--- src/vic_defines.svh ---
// Offsets, field positions, reset values and timing counts of the vectored
// interrupt controller with its timer, capture and wake-up sources.
// Assumes a 100 MHz MCLK and an 8-bit register port with 5 address bits.
`ifndef VIC_DEFINES_SVH
`define VIC_DEFINES_SVH

// Register offsets on the plain register port.
`define VIC_OFF_STAT_LO   5'h00
`define VIC_OFF_STAT_HI   5'h01
`define VIC_OFF_MASK_LO   5'h02
`define VIC_OFF_MASK_HI   5'h03
`define VIC_OFF_CTRL      5'h04
`define VIC_OFF_TMR_LO    5'h05
`define VIC_OFF_TMR_HI    5'h06
`define VIC_OFF_CAP_CFG   5'h07
`define VIC_OFF_CAPA_RISE 5'h08
`define VIC_OFF_CAPA_FALL 5'h09
`define VIC_OFF_CAPB_RISE 5'h0a
`define VIC_OFF_CAPB_FALL 5'h0b
`define VIC_OFF_GMASK_LO  5'h0c
`define VIC_OFF_GMASK_HI  5'h0d
`define VIC_OFF_GPOL_LO   5'h0e
`define VIC_OFF_GPOL_HI   5'h0f
`define VIC_OFF_CSP       5'h10

// Control register fields.
`define VIC_CTRL_GIE  0
`define VIC_CTRL_PS2  1
`define VIC_CTRL_WAKE 2

// Capture configuration fields.
`define VIC_CAPCFG_PRE_LSB 0
`define VIC_CAPCFG_PRE_MSB 2
`define VIC_CAPCFG_A_RISE  3
`define VIC_CAPCFG_A_FALL  4
`define VIC_CAPCFG_B_RISE  5
`define VIC_CAPCFG_B_FALL  6
`define VIC_CAP_PRE_MAX    3'h4

// Source bit and vector numbers, lowest number served first.
`define VIC_NSRC       10
`define VIC_SRC_BUSRST 0
`define VIC_SRC_T128   1
`define VIC_SRC_T1024  2
`define VIC_SRC_EP0    3
`define VIC_SRC_CAPA   6
`define VIC_SRC_CAPB   7
`define VIC_SRC_GPIO   8
`define VIC_SRC_WAKE   9

// Reset values.
`define VIC_RST_BYTE 8'h00
`define VIC_RST_SRC  10'h000

// Timing.
`define VIC_CLK_PERIOD_NS  10
`define VIC_TICK_PERIOD_NS 1000
`define VIC_TICK_CYCLES    (`VIC_TICK_PERIOD_NS / `VIC_CLK_PERIOD_NS)
`define VIC_TAP128_MASK    12'h07f
`define VIC_TAP1024_MASK   12'h3ff
`define VIC_WAKE_PERIOD_US 1000
`define VIC_WAKE_CYCLES    (`VIC_WAKE_PERIOD_US * 1000 / `VIC_CLK_PERIOD_NS)

`endif

--- src/vic_pkg.sv ---
// Types shared by the interrupt controller and its source modules.
// Assumes vic_defines.svh for every numeric constant.
`default_nettype none

package vic_pkg;
   typedef logic [7:0]  vic_byte_t;
   typedef logic [4:0]  vic_addr_t;
   typedef logic [9:0]  vic_src_t;
   typedef logic [3:0]  vic_vec_t;
   typedef logic [13:0] vic_pc_t;
   typedef enum {VIC_IDLE, VIC_PUSH_LO, VIC_PUSH_HI} vic_push_e;
endpackage

`default_nettype wire

--- src/vic_capture_chan.sv ---
// One capture channel: latches a counter slice on each pin edge.
// Assumes the pin input is already synchronised to MCLK.
`timescale 1ns/100ps
`default_nettype none
`include "vic_defines.svh"

module vic_capture_chan
   import vic_pkg::*;
(
   // Clock, reset and enable.
   input  wire logic      clk,
   input  wire logic      rst_n,
   input  wire logic      ce,
   // Pin and counter slice.
   input  wire logic      pin,
   input  wire vic_byte_t slice,
   // Captured values and one-cycle edge pulses.
   output vic_byte_t      rise_q,
   output vic_byte_t      fall_q,
   output logic           rise_evt,
   output logic           fall_evt
);
   logic prev_q;

   // Edge detection against the previous synchronised sample.
   assign rise_evt = ce & pin & ~prev_q;
   assign fall_evt = ce & ~pin & prev_q;

   // Rising and falling edges each own a capture register.
   always_ff @(posedge clk or negedge rst_n)
   begin
      if (!rst_n)
      begin
         prev_q <= 1'b0;
         rise_q <= `VIC_RST_BYTE;
         fall_q <= `VIC_RST_BYTE;
      end
      else if (ce)
      begin
         prev_q <= pin;
         if (rise_evt)
            rise_q <= slice;
         if (fall_evt)
            fall_q <= slice;
      end
   end
endmodule

`default_nettype wire

--- src/vic_gpio_edge.sv ---
// Per-pin GPIO edge detector merged onto one request line.
// Assumes pins are already synchronised to MCLK.
`timescale 1ns/100ps
`default_nettype none

module vic_gpio_edge
#(
   parameter int W = 16
)
(
   // Clock, reset and enable.
   input  wire logic         clk,
   input  wire logic         rst_n,
   input  wire logic         ce,
   // Pins and per-pin settings; polarity high selects the rising edge.
   input  wire logic [W-1:0] pins,
   input  wire logic [W-1:0] mask,
   input  wire logic [W-1:0] pol,
   // One-cycle pulse when any enabled pin sees its edge.
   output logic              hit
);
   logic [W-1:0] prev_q;
   logic [W-1:0] pin_hit;

   // Each pin chooses its own edge and its own mask bit.
   for (genvar i = 0; i < W; i++)
   begin : g_pin
      assign pin_hit[i] = mask[i] & (pol[i] ? (pins[i] & ~prev_q[i])
                                            : (~pins[i] & prev_q[i]));
   end

   // All pins share one request, there is no per-pin vector.
   assign hit = ce & (|pin_hit);

   always_ff @(posedge clk or negedge rst_n)
   begin
      if (!rst_n)
         prev_q <= '0;
      else if (ce)
         prev_q <= pins;
   end
endmodule

`default_nettype wire

--- src/vic_irq_ctrl.sv ---
// Vectored interrupt controller with its free-running timer, capture
// channels, GPIO edge sources, PS/2 activity and suspend wake-up timer.
// Assumes a core on MCLK that pulses IRQ_ACK and a stack RAM write port.
//
// Design decisions made here: the placing of the registers and the strobed register port.
`timescale 1ns/100ps
`default_nettype none
`include "vic_defines.svh"

module vic_irq_ctrl
   import vic_pkg::*;
#(
   parameter int GPIO_W      = 16,
   parameter int WAKE_CYCLES = `VIC_WAKE_CYCLES
)
(
   // Clock, reset and clock enable.
   input  wire logic              MCLK,
   input  wire logic              RST_N,
   input  wire logic              CE,
   // Register port.
   input  wire vic_pkg::vic_addr_t ADDR,
   input  wire vic_pkg::vic_byte_t WDATA,
   input  wire logic              WR,
   input  wire logic              RD,
   output vic_pkg::vic_byte_t     RDATA,
   // Asynchronous pins.
   input  wire logic [GPIO_W-1:0] GPIO_IN,
   input  wire logic              PS2_CLK_IN,
   input  wire logic              PS2_DATA_IN,
   // Same-clock USB and power events.
   input  wire logic              USB_BUS_RESET,
   input  wire logic [2:0]        EP_DONE,
   input  wire logic              SUSPEND,
   // Core interrupt handshake.
   output logic                   IRQ,
   output vic_pkg::vic_vec_t      VECTOR,
   input  wire logic              IRQ_ACK,
   input  wire vic_pkg::vic_pc_t  RET_PC,
   input  wire logic              RET_CARRY,
   input  wire logic              RET_ZERO,
   // Stack write port.
   output logic                   STACK_WE,
   output vic_pkg::vic_byte_t     STACK_ADDR,
   output vic_pkg::vic_byte_t     STACK_WDATA
);
   import vic_pkg::*;

   localparam logic [6:0]  TICK_LAST = 7'(`VIC_TICK_CYCLES - 1);
   localparam logic [23:0] WAKE_LAST = 24'(WAKE_CYCLES - 1);
   localparam int          SYNC_W    = GPIO_W + 2;

   // True when the port addresses the given register.
   function automatic logic addr_is(input vic_addr_t a, input vic_addr_t off);
      return a == off;
   endfunction

   // Lowest pending source number, which is also the vector.
   function automatic vic_vec_t lowest_index(input vic_src_t v);
      vic_vec_t idx;
      idx = '0;
      for (int i = `VIC_NSRC - 1; i >= 0; i--)
         if (v[i])
            idx = 4'(i);
      return idx;
   endfunction

   // Selects an eight-bit counter slice; settings above the top clamp.
   function automatic vic_byte_t cap_slice(input logic [11:0] c,
                                           input logic [2:0]  pre);
      logic [2:0]  p;
      logic [11:0] s;
      p = (pre > `VIC_CAP_PRE_MAX) ? `VIC_CAP_PRE_MAX : pre;
      s = c >> p;
      return s[7:0];
   endfunction

   // Synchroniser and register state.
   logic [SYNC_W-1:0] meta_q;
   logic [SYNC_W-1:0] sync_q;
   logic [1:0]        ps2_prev_q;
   logic [6:0]        pre_q;
   logic [11:0]       cnt_q;
   logic [3:0]        tmr_hi_q;
   logic [23:0]       wake_q;
   vic_src_t          stat_q;
   vic_src_t          stat_d;
   vic_src_t          mask_q;
   vic_byte_t         ctrl_q;
   vic_byte_t         capcfg_q;
   logic [15:0]       gmask_q;
   logic [15:0]       gpol_q;
   vic_byte_t         csp_q;
   vic_push_e         push_q;
   vic_byte_t         push_hi_q;
   logic              gie_d;

   // Internal nets.
   logic [GPIO_W-1:0] gpio_s;
   logic              tick;
   logic              tap128;
   logic              tap1024;
   logic              ps2_act;
   logic              wake_evt;
   logic              gpio_hit;
   vic_byte_t         slice;
   vic_byte_t         capa_rise;
   vic_byte_t         capa_fall;
   vic_byte_t         capb_rise;
   vic_byte_t         capb_fall;
   logic              capa_r_evt;
   logic              capa_f_evt;
   logic              capb_r_evt;
   logic              capb_f_evt;
   vic_src_t          src_set;
   vic_src_t          src_clr;
   vic_src_t          pend_d;
   vic_byte_t         rd_mux;
   logic              ack_take;

   // Two flip-flops on every pin before anything looks at it.
   always_ff @(posedge MCLK or negedge RST_N)
   begin
      if (!RST_N)
      begin
         meta_q <= '0;
         sync_q <= '0;
      end
      else if (CE)
      begin
         meta_q <= {PS2_DATA_IN, PS2_CLK_IN, GPIO_IN};
         sync_q <= meta_q;
      end
   end

   assign gpio_s = sync_q[GPIO_W-1:0];

   // The 1 MHz tick divides MCLK; the counter simply wraps at 12 bits.
   assign tick    = CE & (pre_q == TICK_LAST);
   assign tap128  = tick & ((cnt_q & `VIC_TAP128_MASK) == `VIC_TAP128_MASK);
   assign tap1024 = tick & ((cnt_q & `VIC_TAP1024_MASK) == `VIC_TAP1024_MASK);

   always_ff @(posedge MCLK or negedge RST_N)
   begin
      if (!RST_N)
      begin
         pre_q <= '0;
         cnt_q <= '0;
      end
      else if (CE)
      begin
         pre_q <= tick ? 7'h00 : pre_q + 7'h01;
         if (tick)
            cnt_q <= cnt_q + 12'h001;
      end
   end

   // Capture channels on port 0 bits 0 and 1 share one counter slice.
   assign slice = cap_slice(cnt_q,
                     capcfg_q[`VIC_CAPCFG_PRE_MSB:`VIC_CAPCFG_PRE_LSB]);

   vic_capture_chan u_cap_a
   (
      .clk      (MCLK),
      .rst_n    (RST_N),
      .ce       (CE),
      .pin      (gpio_s[0]),
      .slice    (slice),
      .rise_q   (capa_rise),
      .fall_q   (capa_fall),
      .rise_evt (capa_r_evt),
      .fall_evt (capa_f_evt)
   );

   vic_capture_chan u_cap_b
   (
      .clk      (MCLK),
      .rst_n    (RST_N),
      .ce       (CE),
      .pin      (gpio_s[1]),
      .slice    (slice),
      .rise_q   (capb_rise),
      .fall_q   (capb_fall),
      .rise_evt (capb_r_evt),
      .fall_evt (capb_f_evt)
   );

   vic_gpio_edge #(.W(GPIO_W)) u_gpio
   (
      .clk   (MCLK),
      .rst_n (RST_N),
      .ce    (CE),
      .pins  (gpio_s),
      .mask  (gmask_q[GPIO_W-1:0]),
      .pol   (gpol_q[GPIO_W-1:0]),
      .hit   (gpio_hit)
   );

   // PS/2 activity is any change on clock or data while PS/2 mode is on.
   assign ps2_act = CE & ctrl_q[`VIC_CTRL_PS2] &
                    (|(sync_q[SYNC_W-1:GPIO_W] ^ ps2_prev_q));

   // Wake-up timer only counts while suspended and enabled.
   assign wake_evt = CE & ctrl_q[`VIC_CTRL_WAKE] & SUSPEND &
                     (wake_q == WAKE_LAST);

   always_ff @(posedge MCLK or negedge RST_N)
   begin
      if (!RST_N)
      begin
         ps2_prev_q <= '0;
         wake_q     <= '0;
      end
      else if (CE)
      begin
         ps2_prev_q <= sync_q[SYNC_W-1:GPIO_W];
         if (!(ctrl_q[`VIC_CTRL_WAKE] & SUSPEND) || wake_evt)
            wake_q <= '0;
         else
            wake_q <= wake_q + 24'h000001;
      end
   end

   // Source events; bus reset and PS/2 activity share vector 0.
   assign src_set[`VIC_SRC_BUSRST] = CE & (USB_BUS_RESET | ps2_act);
   assign src_set[`VIC_SRC_T128]   = tap128;
   assign src_set[`VIC_SRC_T1024]  = tap1024;
   assign src_set[`VIC_SRC_EP0+2:`VIC_SRC_EP0] = {3{CE}} & EP_DONE;
   assign src_set[`VIC_SRC_CAPA] =
      (capa_r_evt & capcfg_q[`VIC_CAPCFG_A_RISE]) |
      (capa_f_evt & capcfg_q[`VIC_CAPCFG_A_FALL]);
   assign src_set[`VIC_SRC_CAPB] =
      (capb_r_evt & capcfg_q[`VIC_CAPCFG_B_RISE]) |
      (capb_f_evt & capcfg_q[`VIC_CAPCFG_B_FALL]);
   assign src_set[`VIC_SRC_GPIO] = gpio_hit;
   assign src_set[`VIC_SRC_WAKE] = wake_evt;

   // An acknowledge is only honoured while a request is being shown.
   assign ack_take = CE & IRQ_ACK & IRQ & (push_q == VIC_IDLE);

   // Reads of a status byte and an acknowledge clear; a new event wins.
   assign src_clr = ({10{CE & RD & addr_is(ADDR, `VIC_OFF_STAT_LO)}}
                     & 10'h0ff)
                  | ({10{CE & RD & addr_is(ADDR, `VIC_OFF_STAT_HI)}}
                     & 10'h300)
                  | (ack_take ? (10'h001 << VECTOR) : 10'h000);
   assign stat_d  = (stat_q & ~src_clr) | src_set;
   assign pend_d  = stat_d & mask_q;

   // Global enable: set by firmware, dropped by the acknowledge.
   assign gie_d = ack_take ? 1'b0 :
                  (CE & WR & addr_is(ADDR, `VIC_OFF_CTRL)) ?
                     WDATA[`VIC_CTRL_GIE] : ctrl_q[`VIC_CTRL_GIE];

   // Status, request line and vector are all registered.
   always_ff @(posedge MCLK or negedge RST_N)
   begin
      if (!RST_N)
      begin
         stat_q <= `VIC_RST_SRC;
         IRQ    <= 1'b0;
         VECTOR <= '0;
      end
      else if (CE)
      begin
         stat_q <= stat_d;
         IRQ    <= gie_d & (|pend_d);
         VECTOR <= lowest_index(pend_d);
      end
   end

   // Firmware-written configuration.
   always_ff @(posedge MCLK or negedge RST_N)
   begin
      if (!RST_N)
      begin
         mask_q   <= `VIC_RST_SRC;
         ctrl_q   <= `VIC_RST_BYTE;
         capcfg_q <= `VIC_RST_BYTE;
         gmask_q  <= '0;
         gpol_q   <= '0;
      end
      else if (CE)
      begin
         ctrl_q[`VIC_CTRL_GIE] <= gie_d;
         if (WR)
         begin
            if (addr_is(ADDR, `VIC_OFF_MASK_LO))
               mask_q[7:0] <= WDATA;
            if (addr_is(ADDR, `VIC_OFF_MASK_HI))
               mask_q[9:8] <= WDATA[1:0];
            if (addr_is(ADDR, `VIC_OFF_CTRL))
               ctrl_q[7:1] <= WDATA[7:1];
            if (addr_is(ADDR, `VIC_OFF_CAP_CFG))
               capcfg_q <= WDATA;
            if (addr_is(ADDR, `VIC_OFF_GMASK_LO))
               gmask_q[7:0] <= WDATA;
            if (addr_is(ADDR, `VIC_OFF_GMASK_HI))
               gmask_q[15:8] <= WDATA;
            if (addr_is(ADDR, `VIC_OFF_GPOL_LO))
               gpol_q[7:0] <= WDATA;
            if (addr_is(ADDR, `VIC_OFF_GPOL_HI))
               gpol_q[15:8] <= WDATA;
         end
      end
   end

   // Read data mux; unmapped addresses read as zero.
   assign rd_mux =
      addr_is(ADDR, `VIC_OFF_STAT_LO)   ? stat_q[7:0] :
      addr_is(ADDR, `VIC_OFF_STAT_HI)   ? {6'h00, stat_q[9:8]} :
      addr_is(ADDR, `VIC_OFF_MASK_LO)   ? mask_q[7:0] :
      addr_is(ADDR, `VIC_OFF_MASK_HI)   ? {6'h00, mask_q[9:8]} :
      addr_is(ADDR, `VIC_OFF_CTRL)      ? ctrl_q :
      addr_is(ADDR, `VIC_OFF_TMR_LO)    ? cnt_q[7:0] :
      addr_is(ADDR, `VIC_OFF_TMR_HI)    ? {4'h0, tmr_hi_q} :
      addr_is(ADDR, `VIC_OFF_CAP_CFG)   ? capcfg_q :
      addr_is(ADDR, `VIC_OFF_CAPA_RISE) ? capa_rise :
      addr_is(ADDR, `VIC_OFF_CAPA_FALL) ? capa_fall :
      addr_is(ADDR, `VIC_OFF_CAPB_RISE) ? capb_rise :
      addr_is(ADDR, `VIC_OFF_CAPB_FALL) ? capb_fall :
      addr_is(ADDR, `VIC_OFF_GMASK_LO)  ? gmask_q[7:0] :
      addr_is(ADDR, `VIC_OFF_GMASK_HI)  ? gmask_q[15:8] :
      addr_is(ADDR, `VIC_OFF_GPOL_LO)   ? gpol_q[7:0] :
      addr_is(ADDR, `VIC_OFF_GPOL_HI)   ? gpol_q[15:8] :
      addr_is(ADDR, `VIC_OFF_CSP)       ? csp_q : 8'h00;

   // Reading the low timer byte freezes the high nibble so a 12-bit
   // reading cannot tear across a carry between the two reads.
   always_ff @(posedge MCLK or negedge RST_N)
   begin
      if (!RST_N)
      begin
         RDATA    <= `VIC_RST_BYTE;
         tmr_hi_q <= '0;
      end
      else if (CE)
      begin
         RDATA <= RD ? rd_mux : 8'h00;
         if (RD && addr_is(ADDR, `VIC_OFF_TMR_LO))
            tmr_hi_q <= cnt_q[11:8];
      end
   end

   // Acknowledge pushes PC low byte, then flags with PC high bits.
   always_ff @(posedge MCLK or negedge RST_N)
   begin
      if (!RST_N)
      begin
         push_q      <= VIC_IDLE;
         push_hi_q   <= `VIC_RST_BYTE;
         csp_q       <= `VIC_RST_BYTE;
         STACK_WE    <= 1'b0;
         STACK_ADDR  <= `VIC_RST_BYTE;
         STACK_WDATA <= `VIC_RST_BYTE;
      end
      else if (CE)
      begin
         STACK_WE <= 1'b0;
         unique case (push_q)
            VIC_IDLE:
            begin
               if (ack_take)
               begin
                  push_q      <= VIC_PUSH_LO;
                  STACK_WE    <= 1'b1;
                  STACK_ADDR  <= csp_q;
                  STACK_WDATA <= RET_PC[7:0];
                  push_hi_q   <= {RET_CARRY, RET_ZERO, RET_PC[13:8]};
                  csp_q       <= csp_q + 8'h01;
               end
               else if (WR && addr_is(ADDR, `VIC_OFF_CSP))
                  csp_q <= WDATA;
            end
            VIC_PUSH_LO:
            begin
               push_q      <= VIC_PUSH_HI;
               STACK_WE    <= 1'b1;
               STACK_ADDR  <= csp_q;
               STACK_WDATA <= push_hi_q;
               csp_q       <= csp_q + 8'h01;
            end
            VIC_PUSH_HI:
               push_q <= VIC_IDLE;
         endcase
      end
   end
endmodule

`default_nettype wire

--- config.mk ---
export PLATFORM = sky130hd
export DESIGN_NAME = vic_irq_ctrl
export DESIGN_NICKNAME = d
export VERILOG_FILES = /design/src/vic_pkg.sv /design/src/vic_capture_chan.sv /design/src/vic_gpio_edge.sv /design/src/vic_irq_ctrl.sv
export VERILOG_INCLUDE_DIRS = /design/src
export SDC_FILE = /design/constraint.sdc
export NUM_CORES = 1
export LEC_CHECK = 0
export BUFFER_PORTS_ARGS = -buffer_cell sky130_fd_sc_hd__buf_2
export CAP_MARGIN = 25
export CORE_AREA = 8 8 153 155
export CTS_CLUSTER_DIAMETER = 40
export DETAILED_ROUTE_END_ITERATION = 8
export DIE_AREA = 0 0 161 163
export GPL_TIMING_DRIVEN = 0
export MAX_ROUTING_LAYER = met4
export PLACE_DENSITY_LB_ADDON = 0.25
export REMOVE_ABC_BUFFERS = 1
export SETUP_SLACK_MARGIN = 0.02
export SLEW_MARGIN = 10
export SYNTH_ARGS = -nofsm -noshare
export SYNTH_HDL_FRONTEND = slang
export SYNTH_SLANG_ARGS = --single-unit
--- constraint.sdc ---
create_clock -name MCLK -period 4.4 [get_ports MCLK]
set_clock_uncertainty 0.1 [all_clocks]
set_input_delay 0.88 -clock MCLK [delete_from_list [all_inputs] [get_ports MCLK]]
set_output_delay 0.88 -clock MCLK [all_outputs]
set_load 0.01 [all_outputs]
# Word-level counts from Yosys, hierarchy flattened
# Cells that the tools add are included.
[word_totals]
inputBits = 58
out_inout_bits = 30
ff_bits = 281
wordCells = 279
[op_classes]
n_eq_ne = 24
n_mux = 61
n_bitwise = 125
add_sub_neg = 4
order_cmp = 1
shifts = 2
n_reduce_logical = 29
[op_table]
columns = ["operator", "n"]
rows = [
  ["$mux W8", 22],
  ["$pmux W32 S3", 1],
  ["$and A1 B1 Y1", 80],
  ["$logic_not A32 Y1", 2],
  ["$pmux W8 S2", 3],
  ["$eq A5 B4 Y1 const B", 8],
  ["$mux W4", 10],
  ["$not A1 Y1", 34],
  ["$reduce_and A3 Y1", 11],
  ["$eq A32 B1 Y1 const B", 1],
  ["$eq A32 B2 Y1 const B", 1],
  ["$mux W32", 1],
  ["$add A24 B1 Y24 const B", 1],
  ["$eq A24 B17 Y1 const B", 1],
  ["$mux W24", 1],
  ["$and A10 B10 Y10", 2],
  ["$eq A5 B3 Y1 const B", 4],
  ["$or A10 B10 Y10", 2],
  ["$mux W1", 19],
  ["$reduce_or A16 Y1", 1],
  ["$eq A7 B7 Y1 const B", 2],
  ["$reduce_and A2 Y1", 7],
  ["$add A12 B1 Y12 const B", 1],
  ["$shr A12 B3 Y8", 1],
  ["26 further kinds", 30],
]

# Logic depth before layout (Yosys ltp)
[depth]
ltp_word = 19
depth_mapped = 9
depth_no_buf = 8

# Modules after synthesis
# A second synthesis with hierarchy kept.
[unflattened]
cells_unflattened = 1146
area_unflattened_um2 = 12709.7
[modules_own_cells]
columns = ["mod", "cells_per_inst", "area_per_inst_um2", "n_inst", "seq_area_each_um2"]
rows = [
  ["vic_irq_ctrl", 983, 10413.7, 1, 5029.8],
  ["vic_capture_chan", 38, 664.4, 2, 425.4],
  ["vic_gpio_edge", 87, 967.2, 1, 400.4],
]

# Worst setup path after synthesis
# OpenSTA, ideal clock, no wires.
[synth_timing]
path_type = "in2reg"
startpoint = "in ADDR[3]"
endpoint = "reg VECTOR[3]"
setup_ns = 0.095
arrival_time_ns = 2.598
setup_slack_ns = 1.606
n_path_buf = 2
cell_stages = 8
t_required_ns = 4.205
cell_sequence = "buf_6 or3_1 buf_6 nor4_4 a31oi_2 a221oi_4 nand3_2 o32ai_2"
[synth_between]
elab_chain_cells = 18
word_cells_on_any_way = 20
classes_between = "1 x eq/ne; 10 x mux; 8 x bitwise; 1 x reduce/logical"
[synth_lines]
columns = ["element", "line_no", "source"]
rows = [
  ["start, declared", "vic_irq_ctrl.sv:22", "input wire vic_pkg::vic_addr_t ADDR,"],
  ["$eq A5 B1 Y1", "vic_irq_ctrl.sv:55", "return a == off;"],
  ["$and A1 B1 Y1", "vic_irq_ctrl.sv:244", "| ({10{CE & RD & addr_is(ADDR, `VIC_OFF_STAT_HI)}}"],
  ["$or A8 B10 Y10 (*)", "vic_irq_ctrl.sv:242", "assign src_clr = ({10{CE & RD & addr_is(ADDR, `VIC_OFF_STAT_LO)}}"],
  ["$or A10 B10 Y10 (*)", "vic_irq_ctrl.sv:242", ""],
  ["$not A10 Y10 (*)", "vic_irq_ctrl.sv:247", "assign stat_d = (stat_q & ~src_clr) | src_set;"],
  ["$and A10 B10 Y10 (*)", "vic_irq_ctrl.sv:247", ""],
  ["$or A10 B10 Y10 (*)", "vic_irq_ctrl.sv:247", ""],
  ["$and A10 B10 Y10 (*)", "vic_irq_ctrl.sv:248", "assign pend_d = stat_d & mask_q;"],
  ["$mux W4 (9 in a row)", "vic_irq_ctrl.sv:63", "if (v[i])"],
  ["$mux W4 (*)", "vic_irq_ctrl.sv:63", ""],
  ["end signal, assigned", "vic_irq_ctrl.sv:268", "VECTOR <= lowest_index(pend_d);"],
  ["end, declared", "vic_irq_ctrl.sv:37", "output vic_pkg::vic_vec_t VECTOR,"],
]
# Every way passes the cells marked *; elsewhere a longest branch is shown, timed or not.
# A chain may end at the register's enable or synchronous reset.

# Worst setup path after layout
[layout_timing]
startpoint = "in CE"
endpoint = "reg VECTOR[3]"
[layout_between]
elab_chain_cells = 19
word_cells_on_any_way = 49
classes_between = "11 x mux; 38 x bitwise"
[layout_lines]
columns = ["element", "line_no", "source"]
rows = [
  ["start, declared", "vic_irq_ctrl.sv:20", "input wire logic CE,"],
  ["$and A1 B1 Y1 (3 in a row)", "vic_irq_ctrl.sv:239", "assign ack_take = CE & IRQ_ACK & IRQ & (push_q == VIC_IDLE);"],
  ["$mux W10", "vic_irq_ctrl.sv:246", "| (ack_take ? (10'h001 << VECTOR) : 10'h000);"],
  ["$or A10 B10 Y10", "vic_irq_ctrl.sv:242", ""],
  ["$not A10 Y10", "vic_irq_ctrl.sv:247", ""],
  ["$and A10 B10 Y10", "vic_irq_ctrl.sv:247", ""],
  ["$or A10 B10 Y10", "vic_irq_ctrl.sv:247", ""],
  ["$and A10 B10 Y10", "vic_irq_ctrl.sv:248", ""],
  ["$mux W4 (10 in a row)", "vic_irq_ctrl.sv:63", ""],
]
# Parallel ways exist; a longest one is shown, timed or not.

==> out/metrics.yaml <==
required_ps: 4720
grt_start_max_net_pins: 100
status: "finished, final reports clean"
crit_path_start_kind: "primary input"
postSynthAreaPerCell_um2: 10.67
cts_root_buffer: "clkbuf_16"
end_kind: "register"
leakage_nw: 6.393
cts_sinks: 249
dieHeight_um: 163
wl_met3_um: 2447
place_area_um2: 13070
first_iter_violations: 1030
rows: 53
clk_pin_slew_ps: 50
ctsHoldBuffers: 0
synth_most_common_cell: "dfrtp_1"
cts_resized: 0
clkLatencyLatePin_ps: 520
seq_area_frac_synth_pct: 50.27
yosysWarningCount: 0
dp_hpwl_um: 20750
drive_gt1_share_pct: 25.14
numPortBuffers: 87
r2r_slack_ps: 1450
num_vias: 9713
syn_to_final_growth_pct: 16.59
synth_top_area_cell: "dfrtp_1"
top_layer: "met4"
multiInputGateArea_um2: 5886
ir_drop_mv: 0.3134
drcViolationCount: 0
wl_met2_um: 14340
die-area_um2: 26240
routed_wl_um: 30930
yosys_register_bits: 249
worstPathMaxFanout: 60
final_core_util_pct: 69.41
p_total_mw: 7.425
syn_inst: 1162
hold_ws_ps: 248.2
maxSlewHeadroom_pct: 32.95
powerDensity_nw_per_um2: 513.8
fillers: 1552
timing.final.ws_setup_ps: 965.8
cts.htree.levels: 2
final_antenna_net_count: 0
finalCritPeriodShare_pct: 78.05
hp-class: "in -> async"
synth_edf_count: 0
drtPass1Iterations: 5
rsz0062_at_grt: "no"
overflow: 0
synth.area.top_cells: "dfrtp_1 (50%), mux2_2 (12%), o21ai_0 (3.8%), nand2_1 (3.4%), mux2i_1 (3.3%)"
fin_cells: 1546
initial_core_util_pct: 59.53
worst-setup-path-type: "in -> reg"
grt_pass1_vias: 9523
synth_ff_type: "dfrtp_1"
pre_cts_ws_ps: 507.2
die_x_um: 161
gp_congestion: 0.9051
grt_pass1_wl_um: 51340
clock.fmax_mhz: 291.2
rr_worst_depth: 8
postSynth.asyncResetShare_pct: 100.0
tritoncts: "built"
finalHoldViolations: 0
numCtsBuffers: 39
wl_met1_um: 13170
setup_tns_ps: 0
dp_cells: 1472
syn_area_um2: 12400
coreArea_um2: 20820
clock_path_buffers: 3
synth_common_cells: "dfrtp_1 (249), mux2_2 (130), nand2_1 (113)"
finalNetCount: 1303
fin_area_um2: 14450
slew_violations: 0
arrival_ps: 3760
yosys.cell_types.count: 75
synth_top_area_share_pct: 50.27
worstMarginPinSlew_ps: 1006
postCtsSetupBuffers: 0
grt_use_total_pct: 24.65
ioPinCount: 88
drv_cap: 0
finalCriticalPeriod_ps: 3434
finalSetupViolCount: 0
seq_area_um2: 6231
via_per_inst: 6.283
antenna_found_initial: 2
avgRoutedWirePerCell_um: 20.01
## report_power, final
group	internal, mW	total, mW	switching [mW]	leakage [nW]
combinational	0.589	1.27	0.686	2.52
sequential	2.66	3.00	0.344	3.20
clock	2.03	3.15	1.12	0.669
total	5.28	7.43	2.15	6.39
## final timing paths
kind,start,endpoint
setup / recovery,CE,VECTOR[3]
hold / removal,RST_N,STACK_WDATA[3]
setup reg to reg,push_q[0],VECTOR[3]
hold reg to reg,u_cap_b.rise_q[1],u_cap_b.rise_q[1]
max in group asynchronous,RST_N,wake_q[20]
min in group MCLK,u_cap_b.rise_q[1],u_cap_b.rise_q[1]
## logic make-up after synthesis
family	count (synthesis)	synth area share, %
AND/OR/NAND/NOR	377	16.04
AO/OA/AOI/OAI	252	12.86
adder cells (fa/ha/maj)	6	0.6056
buffers and inverters	69	2.311
multiplexers	172	15.30
flip-flops	249	50.27
XOR/XNOR	37	2.614
## critical path, stage by stage
cell,delay (ps)
buf_4,360
buf_16,320
and4_1,760
nand3_1,220
a41oi_1,380
a21boi_0,350
nand3_1,140
o32ai_2,270
## flip-flops by register name (all words and copies together) (netlist names), 10 cells and up
signal,count
cnt_q,12
stat_q,10
mask_q,10
gpol_q,16
meta_q,18
gmask_q,16
u_gpio.prev_q,16
wake_q,24
sync_q,18
## cell type report
cell class | count | share of cell area [%]
Sequential cell | 249 | 43.11
Multi-Input combinational cell | 844 | 40.72
Clock buffer | 51 | 7.913
Timing Repair Buffer | 94 | 3.982
Tap cell | 275 | 2.381
Clock inverter | 20 | 1.567
Inverter | 11 | 0.2857
Antenna cell | 2 | 0.03463
## per-layer routing
metal / vias up / global-route usage (%)
met1: 4821 / 32.82
met2: 386 / 36.99
li1: 4416 / -
met4: 0 / 9.301
met3: 90 / 4.803
met5: - / -
## cell usage in the layout, fill, tap and decap left out, drive strengths merged, types with 7 or more instances in the layout
master    n
nor3     20
buf      93
xor2     22
a32oi     8
nand3    23
clkbuf   52
and3     13
nor2     90
nand2b   17
nor3b    14
xnor2    15
o21ai   100
nand4    21
a31oi     9
nand2   113
nand3b    8
a21oi    60
and3b    11
inv      16
mux2i    41
mux2    130
nor4     10
o22ai     7
dfrtp   249
clkinv    9
o22a      9
Note: power is estimated with default switching activity, not from simulation.
